### src/hdl/cr_wd_defs.svh
`ifndef CR_WD_DEFS_SVH
`define CR_WD_DEFS_SVH

// ----------------------------------------------------------------
// register offsets
// ----------------------------------------------------------------
`define ADDR_GLITCH          8'h66
`define ADDR_PHASE           8'h68
`define ADDR_WD_STATUS       8'h6E
`define ADDR_MASK            8'h6F
`define ADDR_HOLD            8'h70
`define ADDR_RELEASE         8'h71
`define ADDR_UPPER_HI        8'h72
`define ADDR_UPPER_LO        8'h73
`define ADDR_LOWER_EN        8'h74
`define ADDR_SYS_STATUS      8'h75

// ----------------------------------------------------------------
// reset values
// ----------------------------------------------------------------
`define RST_GLITCH           8'h0F
`define RST_PHASE            8'h60
`define RST_MASK             8'h00
`define RST_HOLD             8'h00
`define RST_RELEASE          8'h10
`define RST_UPPER_HI         8'h00
`define RST_UPPER_LO         8'h20
`define RST_LOWER_EN         8'h90

// ----------------------------------------------------------------
// field positions and codes
// ----------------------------------------------------------------
`define GLITCH_BYPASS_BIT    7
`define WATCHDOG_ENABLE_BIT  0
`define LOWER_LSB            4
`define FINE_MAX             4'h9
`define COARSE_MAX           4'hC
`define SE_FINE              4'h0
`define SE_COARSE            4'h6
`define PDM_NORMAL           2'h3

// ----------------------------------------------------------------
// timing
// ----------------------------------------------------------------
`define REF_PERIOD_NS        10
`define GLITCH_MIN_NS        20
`define GLITCH_EXTRA_CYC     ((`GLITCH_MIN_NS + `REF_PERIOD_NS - 1) / `REF_PERIOD_NS)
`define RELEASE_UNIT_MS      10
`define RELEASE_UNIT_CYC     (`RELEASE_UNIT_MS * 1000000 / `REF_PERIOD_NS)
`define PERM_LOW_MS          10
`define PERM_LOW_CYC         (`PERM_LOW_MS * 1000000 / `REF_PERIOD_NS)
`define REF_QUARTER_DIV      4

`endif

### src/hdl/cr_wd_pkg.sv
package cr_wd_pkg;

   typedef enum logic [2:0] {
      WD_OFF = 3'b001,
      WD_RUN = 3'b010,
      WD_ERR = 3'b100
   } wd_state_e;

   typedef struct packed {
      logic [1:0] sample_rate_code;
      logic       switching_state;
      logic [1:0] power_stage_fault_code;
      logic       clock_ratio_ok;
      logic       pll_unlock_flag;
   } sys_in_s;

   typedef struct packed {
      logic [3:0] phase_coarse_step;
      logic [3:0] phase_fine_step;
   } phase_s;

endpackage

### src/hdl/clock_ratio_watchdog_status.sv
// Operation
// RULE1: filter bus glitches narrower than width plus 20ns
// RULE2: fine phase code 0..9, 1.66 degree steps
// RULE3: coarse phase code 0..12, 15 degree steps
// RULE4: single-ended mode forces fine 0, coarse 6
// RULE5: read-only watchdog status, four error bits
// RULE6: low mask nibble validates status for pwm-off
// RULE7: high mask nibble validates status for gating
// RULE8: hold enables freeze status on first change
// RULE9: watchdog error clears after release count times 10ms
// RULE10: ratio above 16-bit upper limit flags error
// RULE11: four-bit lower limit; watchdog runs when enabled
// RULE12: flag gating output held permanently low
// RULE13: report pll unlock and clock ratio ok
// RULE14: two-bit power stage fault code, 11 normal
// RULE15: report switching state and sample rate code
// RULE16: reserved addresses read zero, have no function
// RULE17: status writes ignored, reads return status
// RULE18: ratio outside lower/upper band flags bit-clock error
`include "cr_wd_defs.svh"
`timescale 1ns/1ps
`default_nettype none

module clock_ratio_watchdog_status
   import cr_wd_pkg::*;
#(
   parameter int unsigned P_RELEASE_UNIT_CYC = `RELEASE_UNIT_CYC,
   parameter int unsigned P_PERM_LOW_CYC     = `PERM_LOW_CYC
) (
   input  wire logic       i_ref_clk,
   input  wire logic       i_reset_n,
   input  wire logic       i_reg_wr,
   input  wire logic       i_reg_rd,
   input  wire logic [7:0] i_reg_addr,
   input  wire logic [7:0] i_reg_wdata,
   output logic      [7:0] o_reg_rdata,
   input  wire logic [1:0] i_bus_line,
   output logic      [1:0] o_bus_line_filt,
   input  wire logic       i_single_ended,
   output phase_s          o_phase,
   input  wire logic       i_bck,
   input  wire logic       i_wordclk_ratio_error,
   input  wire logic       i_modulation_index_error,
   input  wire sys_in_s    i_sys,
   output logic            o_pwm_off,
   output logic            o_pwm_gate_n
);

   // ----------------------------------------------------------------
   // register file
   // ----------------------------------------------------------------
   logic [7:0]  glitch_r;
   logic [7:0]  phase_r;
   logic [7:0]  mask_r;
   logic [7:0]  hold_r;
   logic [7:0]  release_r;
   logic [15:0] upper_r;
   logic [7:0]  lower_en_r;
   logic [3:0]  wd_st;
   logic [7:0]  sys_st;
   logic [7:0]  rdata_r;

   function automatic logic [7:0] reg_read(input logic [7:0] a);
      case (a)
         `ADDR_GLITCH:     reg_read = glitch_r;
         `ADDR_PHASE:      reg_read = phase_r;
         `ADDR_WD_STATUS:  reg_read = {4'h0, wd_st};
         `ADDR_MASK:       reg_read = mask_r;
         `ADDR_HOLD:       reg_read = hold_r;
         `ADDR_RELEASE:    reg_read = release_r;
         `ADDR_UPPER_HI:   reg_read = upper_r[15:8];
         `ADDR_UPPER_LO:   reg_read = upper_r[7:0];
         `ADDR_LOWER_EN:   reg_read = lower_en_r;
         `ADDR_SYS_STATUS: reg_read = sys_st;
         default:          reg_read = 8'h00; // RULE16
      endcase
   endfunction

   // status offsets fall to default: writes there change nothing
   always_ff @(posedge i_ref_clk or negedge i_reset_n) begin
      if (!i_reset_n) begin
         glitch_r   <= `RST_GLITCH;
         phase_r    <= `RST_PHASE;
         mask_r     <= `RST_MASK;
         hold_r     <= `RST_HOLD;
         release_r  <= `RST_RELEASE;
         upper_r    <= {`RST_UPPER_HI, `RST_UPPER_LO};
         lower_en_r <= `RST_LOWER_EN;
      end else if (i_reg_wr) begin
         case (i_reg_addr) // RULE17
            `ADDR_GLITCH:   glitch_r <= i_reg_wdata;
            `ADDR_PHASE:    phase_r <= i_reg_wdata;
            `ADDR_MASK:     mask_r <= i_reg_wdata;
            `ADDR_HOLD:     hold_r <= i_reg_wdata & 8'hEE;
            `ADDR_RELEASE:  release_r <= i_reg_wdata;
            `ADDR_UPPER_HI: upper_r[15:8] <= i_reg_wdata;
            `ADDR_UPPER_LO: upper_r[7:0] <= i_reg_wdata;
            `ADDR_LOWER_EN: lower_en_r <= i_reg_wdata & 8'hF1;
            default: ;
         endcase
      end
   end

   always_ff @(posedge i_ref_clk or negedge i_reset_n) begin
      if (!i_reset_n) begin
         rdata_r <= 8'h00;
      end else if (i_reg_rd) begin
         rdata_r <= reg_read(i_reg_addr); // RULE17
      end
   end
   assign o_reg_rdata = rdata_r;

   // ----------------------------------------------------------------
   // control bus glitch filter
   // ----------------------------------------------------------------
   logic [7:0] glitch_need;
   logic       bypass;
   logic [7:0] gcnt_r [2];
   logic [1:0] filt_r;

   assign bypass      = glitch_r[`GLITCH_BYPASS_BIT];
   assign glitch_need = {1'b0, glitch_r[6:0]} + 8'(`GLITCH_EXTRA_CYC);

   generate
      for (genvar g = 0; g < 2; g++) begin : g_filt
         // a level must persist glitch_need cycles before it is passed on
         always_ff @(posedge i_ref_clk or negedge i_reset_n) begin
            if (!i_reset_n) begin
               filt_r[g] <= 1'b1;
               gcnt_r[g] <= 8'h00;
            end else if (bypass || i_bus_line[g] == filt_r[g]) begin
               filt_r[g] <= i_bus_line[g]; // RULE1
               gcnt_r[g] <= 8'h00;
            end else if (gcnt_r[g] + 8'h01 >= glitch_need) begin
               filt_r[g] <= i_bus_line[g]; // RULE1
               gcnt_r[g] <= 8'h00;
            end else begin
               gcnt_r[g] <= gcnt_r[g] + 8'h01;
            end
         end

         chk_glitch_width : assert property (@(posedge i_ref_clk) disable iff (!i_reset_n)
            (!bypass && $changed(i_bus_line[g])) |=> !$changed(filt_r[g])) // RULE1
            else $error("bus line passed without filter delay");
      end
   endgenerate
   assign o_bus_line_filt = filt_r;

   chk_glitch_bypass : assert property (@(posedge i_ref_clk) disable iff (!i_reset_n)
      (bypass && $past(bypass)) |-> filt_r == $past(i_bus_line)) // RULE1
      else $error("bypass does not pass bus line through");

   // ----------------------------------------------------------------
   // pwm phase offset
   // ----------------------------------------------------------------
   phase_s phase_out_r;

   always_ff @(posedge i_ref_clk or negedge i_reset_n) begin
      if (!i_reset_n) begin
         phase_out_r <= {`SE_COARSE, `SE_FINE};
      end else if (i_single_ended) begin
         phase_out_r <= {`SE_COARSE, `SE_FINE}; // RULE4
      end else begin
         // out-of-range codes clamp rather than wrap to a small offset
         phase_out_r.phase_fine_step <= (phase_r[3:0] > `FINE_MAX) ?
                                        `FINE_MAX : phase_r[3:0]; // RULE2
         phase_out_r.phase_coarse_step <= (phase_r[7:4] > `COARSE_MAX) ?
                                          `COARSE_MAX : phase_r[7:4]; // RULE3
      end
   end
   assign o_phase = phase_out_r;

   chk_single_ended : assert property (@(posedge i_ref_clk) disable iff (!i_reset_n)
      $past(i_single_ended) |-> (o_phase.phase_fine_step == `SE_FINE &&
                                 o_phase.phase_coarse_step == `SE_COARSE)) // RULE4
      else $error("single-ended phase not forced");
   chk_phase_range : assert property (@(posedge i_ref_clk) disable iff (!i_reset_n)
      !$past(i_single_ended) |-> (o_phase.phase_fine_step <= `FINE_MAX &&
                                  o_phase.phase_coarse_step <= `COARSE_MAX)) // RULE2 RULE3
      else $error("phase code out of range");

   // ----------------------------------------------------------------
   // bit clock ratio measurement
   // ----------------------------------------------------------------
   logic        watchdog_enable;
   logic [3:0]  ratio_lower_limit;
   logic [1:0]  qdiv_r;
   logic        qtick;
   logic        bck_d_r;
   logic        bck_edge;
   logic [15:0] meas_r;
   logic        bk_err_r;

   assign watchdog_enable               = lower_en_r[`WATCHDOG_ENABLE_BIT];
   assign ratio_lower_limit = lower_en_r[`LOWER_LSB +: 4];
   assign qtick             = (qdiv_r == 2'(`REF_QUARTER_DIV - 1));
   assign bck_edge          = i_bck & ~bck_d_r;

   always_ff @(posedge i_ref_clk or negedge i_reset_n) begin
      if (!i_reset_n) begin
         qdiv_r  <= 2'h0;
         bck_d_r <= 1'b0;
      end else begin
         qdiv_r  <= qdiv_r + 2'h1;
         bck_d_r <= i_bck;
      end
   end

   // counts quarter-rate reference ticks per bit clock period
   always_ff @(posedge i_ref_clk or negedge i_reset_n) begin
      if (!i_reset_n) begin
         meas_r   <= 16'h0000;
         bk_err_r <= 1'b0;
      end else if (!watchdog_enable) begin
         meas_r   <= 16'h0000; // RULE11
         bk_err_r <= 1'b0;
      end else if (bck_edge) begin
         meas_r   <= 16'h0000;
         bk_err_r <= (meas_r > upper_r) ||
                     (meas_r < {12'h000, ratio_lower_limit}); // RULE10 RULE18
      end else begin
         if (qtick && meas_r != 16'hFFFF) begin
            meas_r <= meas_r + 16'h0001;
         end
         // a stopped bit clock must not hide behind a missing edge
         if (meas_r > upper_r) begin
            bk_err_r <= 1'b1; // RULE10
         end
      end
   end

   chk_upper_limit : assert property (@(posedge i_ref_clk) disable iff (!i_reset_n)
      (watchdog_enable && meas_r > upper_r && $stable(lower_en_r)) |=> bk_err_r) // RULE10
      else $error("ratio above upper limit not flagged");
   chk_lower_limit : assert property (@(posedge i_ref_clk) disable iff (!i_reset_n)
      (watchdog_enable && bck_edge && meas_r < {12'h000, ratio_lower_limit} && $stable(lower_en_r))
      |=> bk_err_r) // RULE18
      else $error("ratio below lower limit not flagged");

   // ----------------------------------------------------------------
   // watchdog error and release
   // ----------------------------------------------------------------
   wd_state_e   wd_state_r;
   logic [23:0] rel_tick_r;
   logic [7:0]  rel_cnt_r;

   always_ff @(posedge i_ref_clk or negedge i_reset_n) begin
      if (!i_reset_n) begin
         wd_state_r <= WD_OFF;
         rel_tick_r <= 24'h000000;
         rel_cnt_r  <= 8'h00;
      end else begin
         case (wd_state_r)
            WD_OFF: begin
               if (watchdog_enable) begin
                  wd_state_r <= WD_RUN; // RULE11
               end
            end
            WD_RUN: begin
               rel_tick_r <= 24'h000000;
               rel_cnt_r  <= 8'h00;
               if (!watchdog_enable) begin
                  wd_state_r <= WD_OFF;
               end else if (bk_err_r) begin
                  wd_state_r <= WD_ERR;
               end
            end
            WD_ERR: begin
               if (!watchdog_enable) begin
                  wd_state_r <= WD_OFF;
               end else if (bk_err_r) begin
                  rel_tick_r <= 24'h000000; // RULE9
                  rel_cnt_r  <= 8'h00;
               end else if (rel_cnt_r >= release_r) begin
                  wd_state_r <= WD_RUN; // RULE9
               end else if (rel_tick_r == 24'(P_RELEASE_UNIT_CYC - 1)) begin
                  rel_tick_r <= 24'h000000;
                  rel_cnt_r  <= rel_cnt_r + 8'h01;
               end else begin
                  rel_tick_r <= rel_tick_r + 24'h000001;
               end
            end
            default: wd_state_r <= WD_OFF;
         endcase
      end
   end

   chk_release_hold : assert property (@(posedge i_ref_clk) disable iff (!i_reset_n)
      (wd_state_r == WD_ERR && watchdog_enable && rel_cnt_r < release_r) |=> wd_state_r == WD_ERR) // RULE9
      else $error("watchdog error released early");
   chk_release_done : assert property (@(posedge i_ref_clk) disable iff (!i_reset_n)
      (wd_state_r == WD_ERR && watchdog_enable && !bk_err_r && rel_cnt_r >= release_r)
      |=> wd_state_r == WD_RUN) // RULE9
      else $error("watchdog error not released");

   // ----------------------------------------------------------------
   // status holding
   // ----------------------------------------------------------------
   localparam int HOLD_POS [6] = '{1, 2, 3, 5, 6, 7};
   logic [5:0] live6;
   logic [5:0] st6_r;
   logic [5:0] frz_r;
   logic [5:0] hen;

   // order: pll unlock, clock ratio, modulation, watchdog, bit clk, word clk
   assign live6 = {i_wordclk_ratio_error, bk_err_r, (wd_state_r == WD_ERR),
                   i_modulation_index_error, i_sys.clock_ratio_ok,
                   i_sys.pll_unlock_flag};

   generate
      for (genvar h = 0; h < 6; h++) begin : g_hold
         assign hen[h] = hold_r[HOLD_POS[h]];
         always_ff @(posedge i_ref_clk or negedge i_reset_n) begin
            if (!i_reset_n) begin
               st6_r[h] <= 1'b0;
               frz_r[h] <= 1'b0;
            end else if (!hen[h]) begin
               st6_r[h] <= live6[h]; // RULE8
               frz_r[h] <= 1'b0;
            end else if (!frz_r[h]) begin
               st6_r[h] <= live6[h];
               frz_r[h] <= (live6[h] != st6_r[h]); // RULE8
            end
         end
      end
   endgenerate

   chk_hold_freeze : assert property (@(posedge i_ref_clk) disable iff (!i_reset_n)
      ((frz_r & hen) != 6'h00) |=> ((st6_r ^ $past(st6_r)) & $past(frz_r & hen)) == 6'h00) // RULE8
      else $error("held status bit changed");

   // ----------------------------------------------------------------
   // status registers and gating
   // ----------------------------------------------------------------
   logic        gate_n_r;
   logic        pwm_off_r;
   logic        perm_r;
   logic [23:0] low_cnt_r;

   assign wd_st  = {st6_r[2], st6_r[5], st6_r[4], st6_r[3]}; // RULE5
   assign sys_st = {i_sys.sample_rate_code, i_sys.switching_state,
                    i_sys.power_stage_fault_code, st6_r[1], st6_r[0],
                    perm_r}; // RULE13 RULE14 RULE15

   always_ff @(posedge i_ref_clk or negedge i_reset_n) begin
      if (!i_reset_n) begin
         pwm_off_r <= 1'b0;
         gate_n_r  <= 1'b1;
      end else begin
         pwm_off_r <= |(wd_st & mask_r[3:0]); // RULE6
         gate_n_r  <= ~|(wd_st & mask_r[7:4]); // RULE7
      end
   end
   assign o_pwm_off    = pwm_off_r;
   assign o_pwm_gate_n = gate_n_r;

   always_ff @(posedge i_ref_clk or negedge i_reset_n) begin
      if (!i_reset_n) begin
         low_cnt_r <= 24'h000000;
         perm_r    <= 1'b0;
      end else if (gate_n_r) begin
         low_cnt_r <= 24'h000000;
         perm_r    <= 1'b0;
      end else if (low_cnt_r == 24'(P_PERM_LOW_CYC - 1)) begin
         perm_r <= 1'b1; // RULE12
      end else begin
         low_cnt_r <= low_cnt_r + 24'h000001;
      end
   end

   chk_pwm_off_mask : assert property (@(posedge i_ref_clk) disable iff (!i_reset_n)
      ##1 o_pwm_off == |($past(wd_st) & $past(mask_r[3:0]))) // RULE6
      else $error("pwm-off does not follow masked status");
   chk_gate_mask : assert property (@(posedge i_ref_clk) disable iff (!i_reset_n)
      ((wd_st & mask_r[7:4]) != 4'h0) |=> !o_pwm_gate_n ##1 1'b1) // RULE7
      else $error("gating not asserted on valid status");
   chk_perm_low : assert property (@(posedge i_ref_clk) disable iff (!i_reset_n)
      perm_r |-> !$past(gate_n_r)) // RULE12
      else $error("permanent low flag with gate high");
   chk_ro_write : assert property (@(posedge i_ref_clk) disable iff (!i_reset_n)
      (i_reg_wr && i_reg_addr == `ADDR_WD_STATUS) |=> $stable(mask_r) && $stable(hold_r)) // RULE17
      else $error("status write altered a register");

endmodule

`default_nettype wire

### config.mk
export PLATFORM = sky130hd
export DESIGN_NAME = clock_ratio_watchdog_status
export DESIGN_NICKNAME = d
export VERILOG_FILES = /design/src/hdl/cr_wd_pkg.sv /design/src/hdl/clock_ratio_watchdog_status.sv
export VERILOG_INCLUDE_DIRS = /design/src /design/src/hdl
export SDC_FILE = /design/constraint.sdc
export NUM_CORES = 1
export LEC_CHECK = 0
export BUFFER_PORTS_ARGS = -buffer_cell sky130_fd_sc_hd__buf_2
export CAP_MARGIN = 5
export CELL_PAD_IN_SITES_DETAIL_PLACEMENT = 1
export CELL_PAD_IN_SITES_GLOBAL_PLACEMENT = 2
export CORE_MARGIN = 4
export CORE_UTILIZATION = 45
export CTS_BUF_LIST = sky130_fd_sc_hd__clkbuf_4 sky130_fd_sc_hd__clkbuf_8
export DETAILED_ROUTE_END_ITERATION = 7
export PLACE_DENSITY = 0.93
export RECOVER_POWER = 25
export SLEW_MARGIN = 20
export SYNTH_ARGS = -nofsm -noshare
export SYNTH_HDL_FRONTEND = slang
export SYNTH_SLANG_ARGS = --single-unit
### constraint.sdc
create_clock -name i_ref_clk -period 5.9 [get_ports i_ref_clk]
set_clock_uncertainty 0.1 [all_clocks]
set_input_delay 0.295 -clock i_ref_clk [delete_from_list [all_inputs] [get_ports i_ref_clk]]
set_output_delay 0.295 -clock i_ref_clk [all_outputs]
set_load 0.03 [all_outputs]
==> flow_summary.yaml <==
outcome:
  status: "finished, violations left"
  violations: "max-capacitance violations, max-slew violations"
placement:
  dpl_cell_area_um2: 10600
  dp_hpwl_um: 19100
  gp_congestion: 0.817
  place_ws_ns: 2.79
  dp.cells: 1301
  port_buffers: 52
finish:
  final_common_cell: "dfrtp_1"
  final_nets: 1130
  antenna_cells: 0
  layout.cells.non_filler: 1341
  fillers: 2501
  final_cell_mix: "dfrtp_1 (171), nor2_1 (80), nand2_1 (65)"
  regArea_um2: 4700
  multiInputGateArea_um2: 5090
  finalInstanceArea_um2: 11100
  drive_above_1_share: 0.161
  area_delta_synth_final_pct: 9.22
detailed_routing:
  num_vias: 7826
  vias_per_cell: 5.84
  postRouteWirelength_um: 26700
  initialDrtViolationCount: 489
  antenna_left: 0
  drc_errors: 0
  drtPass1Iterations: 4
  drt-wirelength-per-cell_um: 19.9
timing:
  fin_crit_ns: 3.16
  fin_crit_sh: 0.536
  hold_viol_final: 0
  grt_setup_unrepaired: "false"
  fin_ws_ns: 2.74
  drv_slew: 35
  setup_tns_ns: 0
  tightest_slew_ns: 1.57
  setup_viol: 0
  max_freq_ghz: 0.316
  relSlewSlack: -0.0444
min_path:
  hp-class: "in -> reg"
worst_setup_path:
  cp_slowest_cell: "dfstp_2"
  cp_max_fo: 9
  r2r_cells: 9
  crit_family: "adder cells"
  cp.depth: 9
  path_buf_inv: 0
  crit_path_max_incr_delay_ns: 0.61
  endpoint_kind: "register"
  arrival_ns: 3.46
  required_ns: 6.20
  reg2reg_slack_ns: 2.74
  rr_startpoint: "glitch_r[1]$_DFFE_PN1P_"
  worstSetupPathType: "reg -> reg"
  cp-start-kind: "register"
  crit_path_end: "o_bus_line_filt[0]$_DFFE_PN1P_"
  cp-startpoint: "glitch_r[1]$_DFFE_PN1P_"
  cp_common_cell: "ha_1"
  r2r-end: "o_bus_line_filt[0]$_DFFE_PN1P_"
  cp_cell_sequence: "ha_1 > nand3_1 > xor2_1 > ha_1 > o2111ai_1 > o21a_1 > maj3_1 > o21ai_1 > mux2_2"
clock_network:
  post_cts_buffers: 0
  clk_path_buf_depth: 2
  cts_made_buffers: 17
  cts.clk_slew.worst_paths_ns: 0.10
  cts_sinks: 187
  worst_skew_pair.late_latency_ns: 0.48
  htreeDepth: 4
  cts_tree: "yes"
  root_buffer: "clkbuf_8"
synth:
  synthSimpleGateAreaFrac: 0.181
  synthMuxAreaShare: 0.0791
  yosysSeqAreaShare: 0.464
  syn_nets: 1083
  synth_warnings: 0
  synth.distinct_cells: 74
  synth_compound_area_frac: 0.124
  async_reset_ff_frac: 1.00
  synthAdderAreaFrac: 0.0625
  synth_edf_count: 0
  synth_flop_cell: "dfrtp_1"
  ys_ff_latch: 187
  synthCells: 1001
  syn_area_um2: 10100
  synthXorXnorAreaFrac: 0.0545
  synth_area_per_cell_um2: 10.1
  synth_top_family_by_area: "simple AND/OR/NAND/NOR gates"
die:
  rows: 54
  core_area_um2: 22000
  die_w_um: 158
  pin_count: 53
  die_area_um2: 25000
  die_h_um: 158
  initial_core_util: 0.461
pwr:
  irDropWorstVdd_mv: 0.111
  powerDensity_nw_per_um2: 233
  leakage_nw: 4.95
global_routing:
  grt_max_degree: 64
  grt_usage: 0.221
  grt_pass1_wl_um: 43900
  antenna_found_initial: 0
  grt_pass1_vias: 8382
  grt-ovfl-total: 0
flow_run:
  drv_cap: 1
-- sequential cells by signal (all words and copies together), names as in the netlist --
name / count
perm_r: 1
rel_tick_r: 24
mask_r: 8
release_r: 8
o_reg_rdata: 8
o_phase: 8
o_pwm_off: 1
phase_r: 8
upper_r: 16
qdiv_r: 2
rel_cnt_r: 8
meas_r: 16
bk_err_r: 1
frz_r: 6
bck_d_r: 1
low_cnt_r: 24
st6_r: 6
lower_en_r: 5
o_pwm_gate_n: 1
o_bus_line_filt: 2
hold_r: 6
wd_state_r: 3
gcnt_r: 16
glitch_r: 8
-- how the worst min path moves through the flow --
stage               from                    endpoint  slack, ns  cells after the start
3_5_place_dp   i_reset_n  rel_tick_r[13]$_DFFE_PN0P_       0.22                      1
5_1_grt         i_reg_rd  o_reg_rdata[6]$_DFFE_PN0P_       0.02                      2
3_3_place_gp   i_reset_n   rel_tick_r[1]$_DFFE_PN0P_       0.22                      1
2_1_floorplan  i_reset_n           bck_d_r$_DFF_PN0_      -0.10                      0
4_1_cts         i_reg_rd  o_reg_rdata[6]$_DFFE_PN0P_       0.02                      2
6_report        i_reg_rd  o_reg_rdata[6]$_DFFE_PN0P_       0.04                      2
-- layer usage --
layer | wire length (um) | global-route usage
met2 | 13400 | 0.380
met4 | 631 | 0.0739
met3 | 1070 | 0.0424
met1 | 11600 | 0.281
met5 | 0 | 0
-- report_power, final --
part           switching [mW]  total (mW)  internal (mW)
combinational           0.225       0.361          0.136
clock                   0.514       0.822          0.308
sequential             0.0535        1.39           1.34
total                   0.792        2.58           1.78
-- Yosys cell counts (22+ instances only) --
cell	count	area (um2)
a21oi_1	33	165
clkbuf_1	23	86.3
dfrtp_1	171	4280
ha_1	49	613
inv_1	53	199
mux2_2	60	676
nand2_1	65	244
nand3_1	49	245
nand4_1	22	138
nor2_1	80	300
o21ai_0	57	285
xor2_1	42	368
-- timing repair --
item                      4_1_cts  5_1_grt
hold endpoints to repair       71        0
resized for setup               0        0
hold buffers                    8        0
-- logic make-up (layout without fill, tap and decap cells) --
kind of cell / Yosys count / in the layout
XOR/XNOR: 63 / 63
adder cells (fa/ha/maj): 51 / 51
AO/OA/AOI/OAI: 192 / 192
AND/OR/NAND/NOR: 349 / 349
multiplexers: 70 / 70
flip-flops: 187 / 187
buffers and inverters: 89 / 149
-- stage by stage --
step                hold WS [ns]  power, mW   util
finish                    0.0445       2.58  0.504
global route              0.0247       2.71  0.504
CTS                       0.0160       2.61  0.504
detailed placement         0.224       1.77  0.484
global placement           0.221       1.75  0.484
floorplan                 -0.101       1.63      -
-- area by class of cell --
cell class                 count  share of cell area
inverter                      53              0.0180
multi-input combinational    725               0.460
sequential                   187               0.425
clock inverter                15              0.0115
tap                          280              0.0317
timing repair buffer          64              0.0329
clock buffer                  17              0.0212
Power figures use the tool's default switching activity.
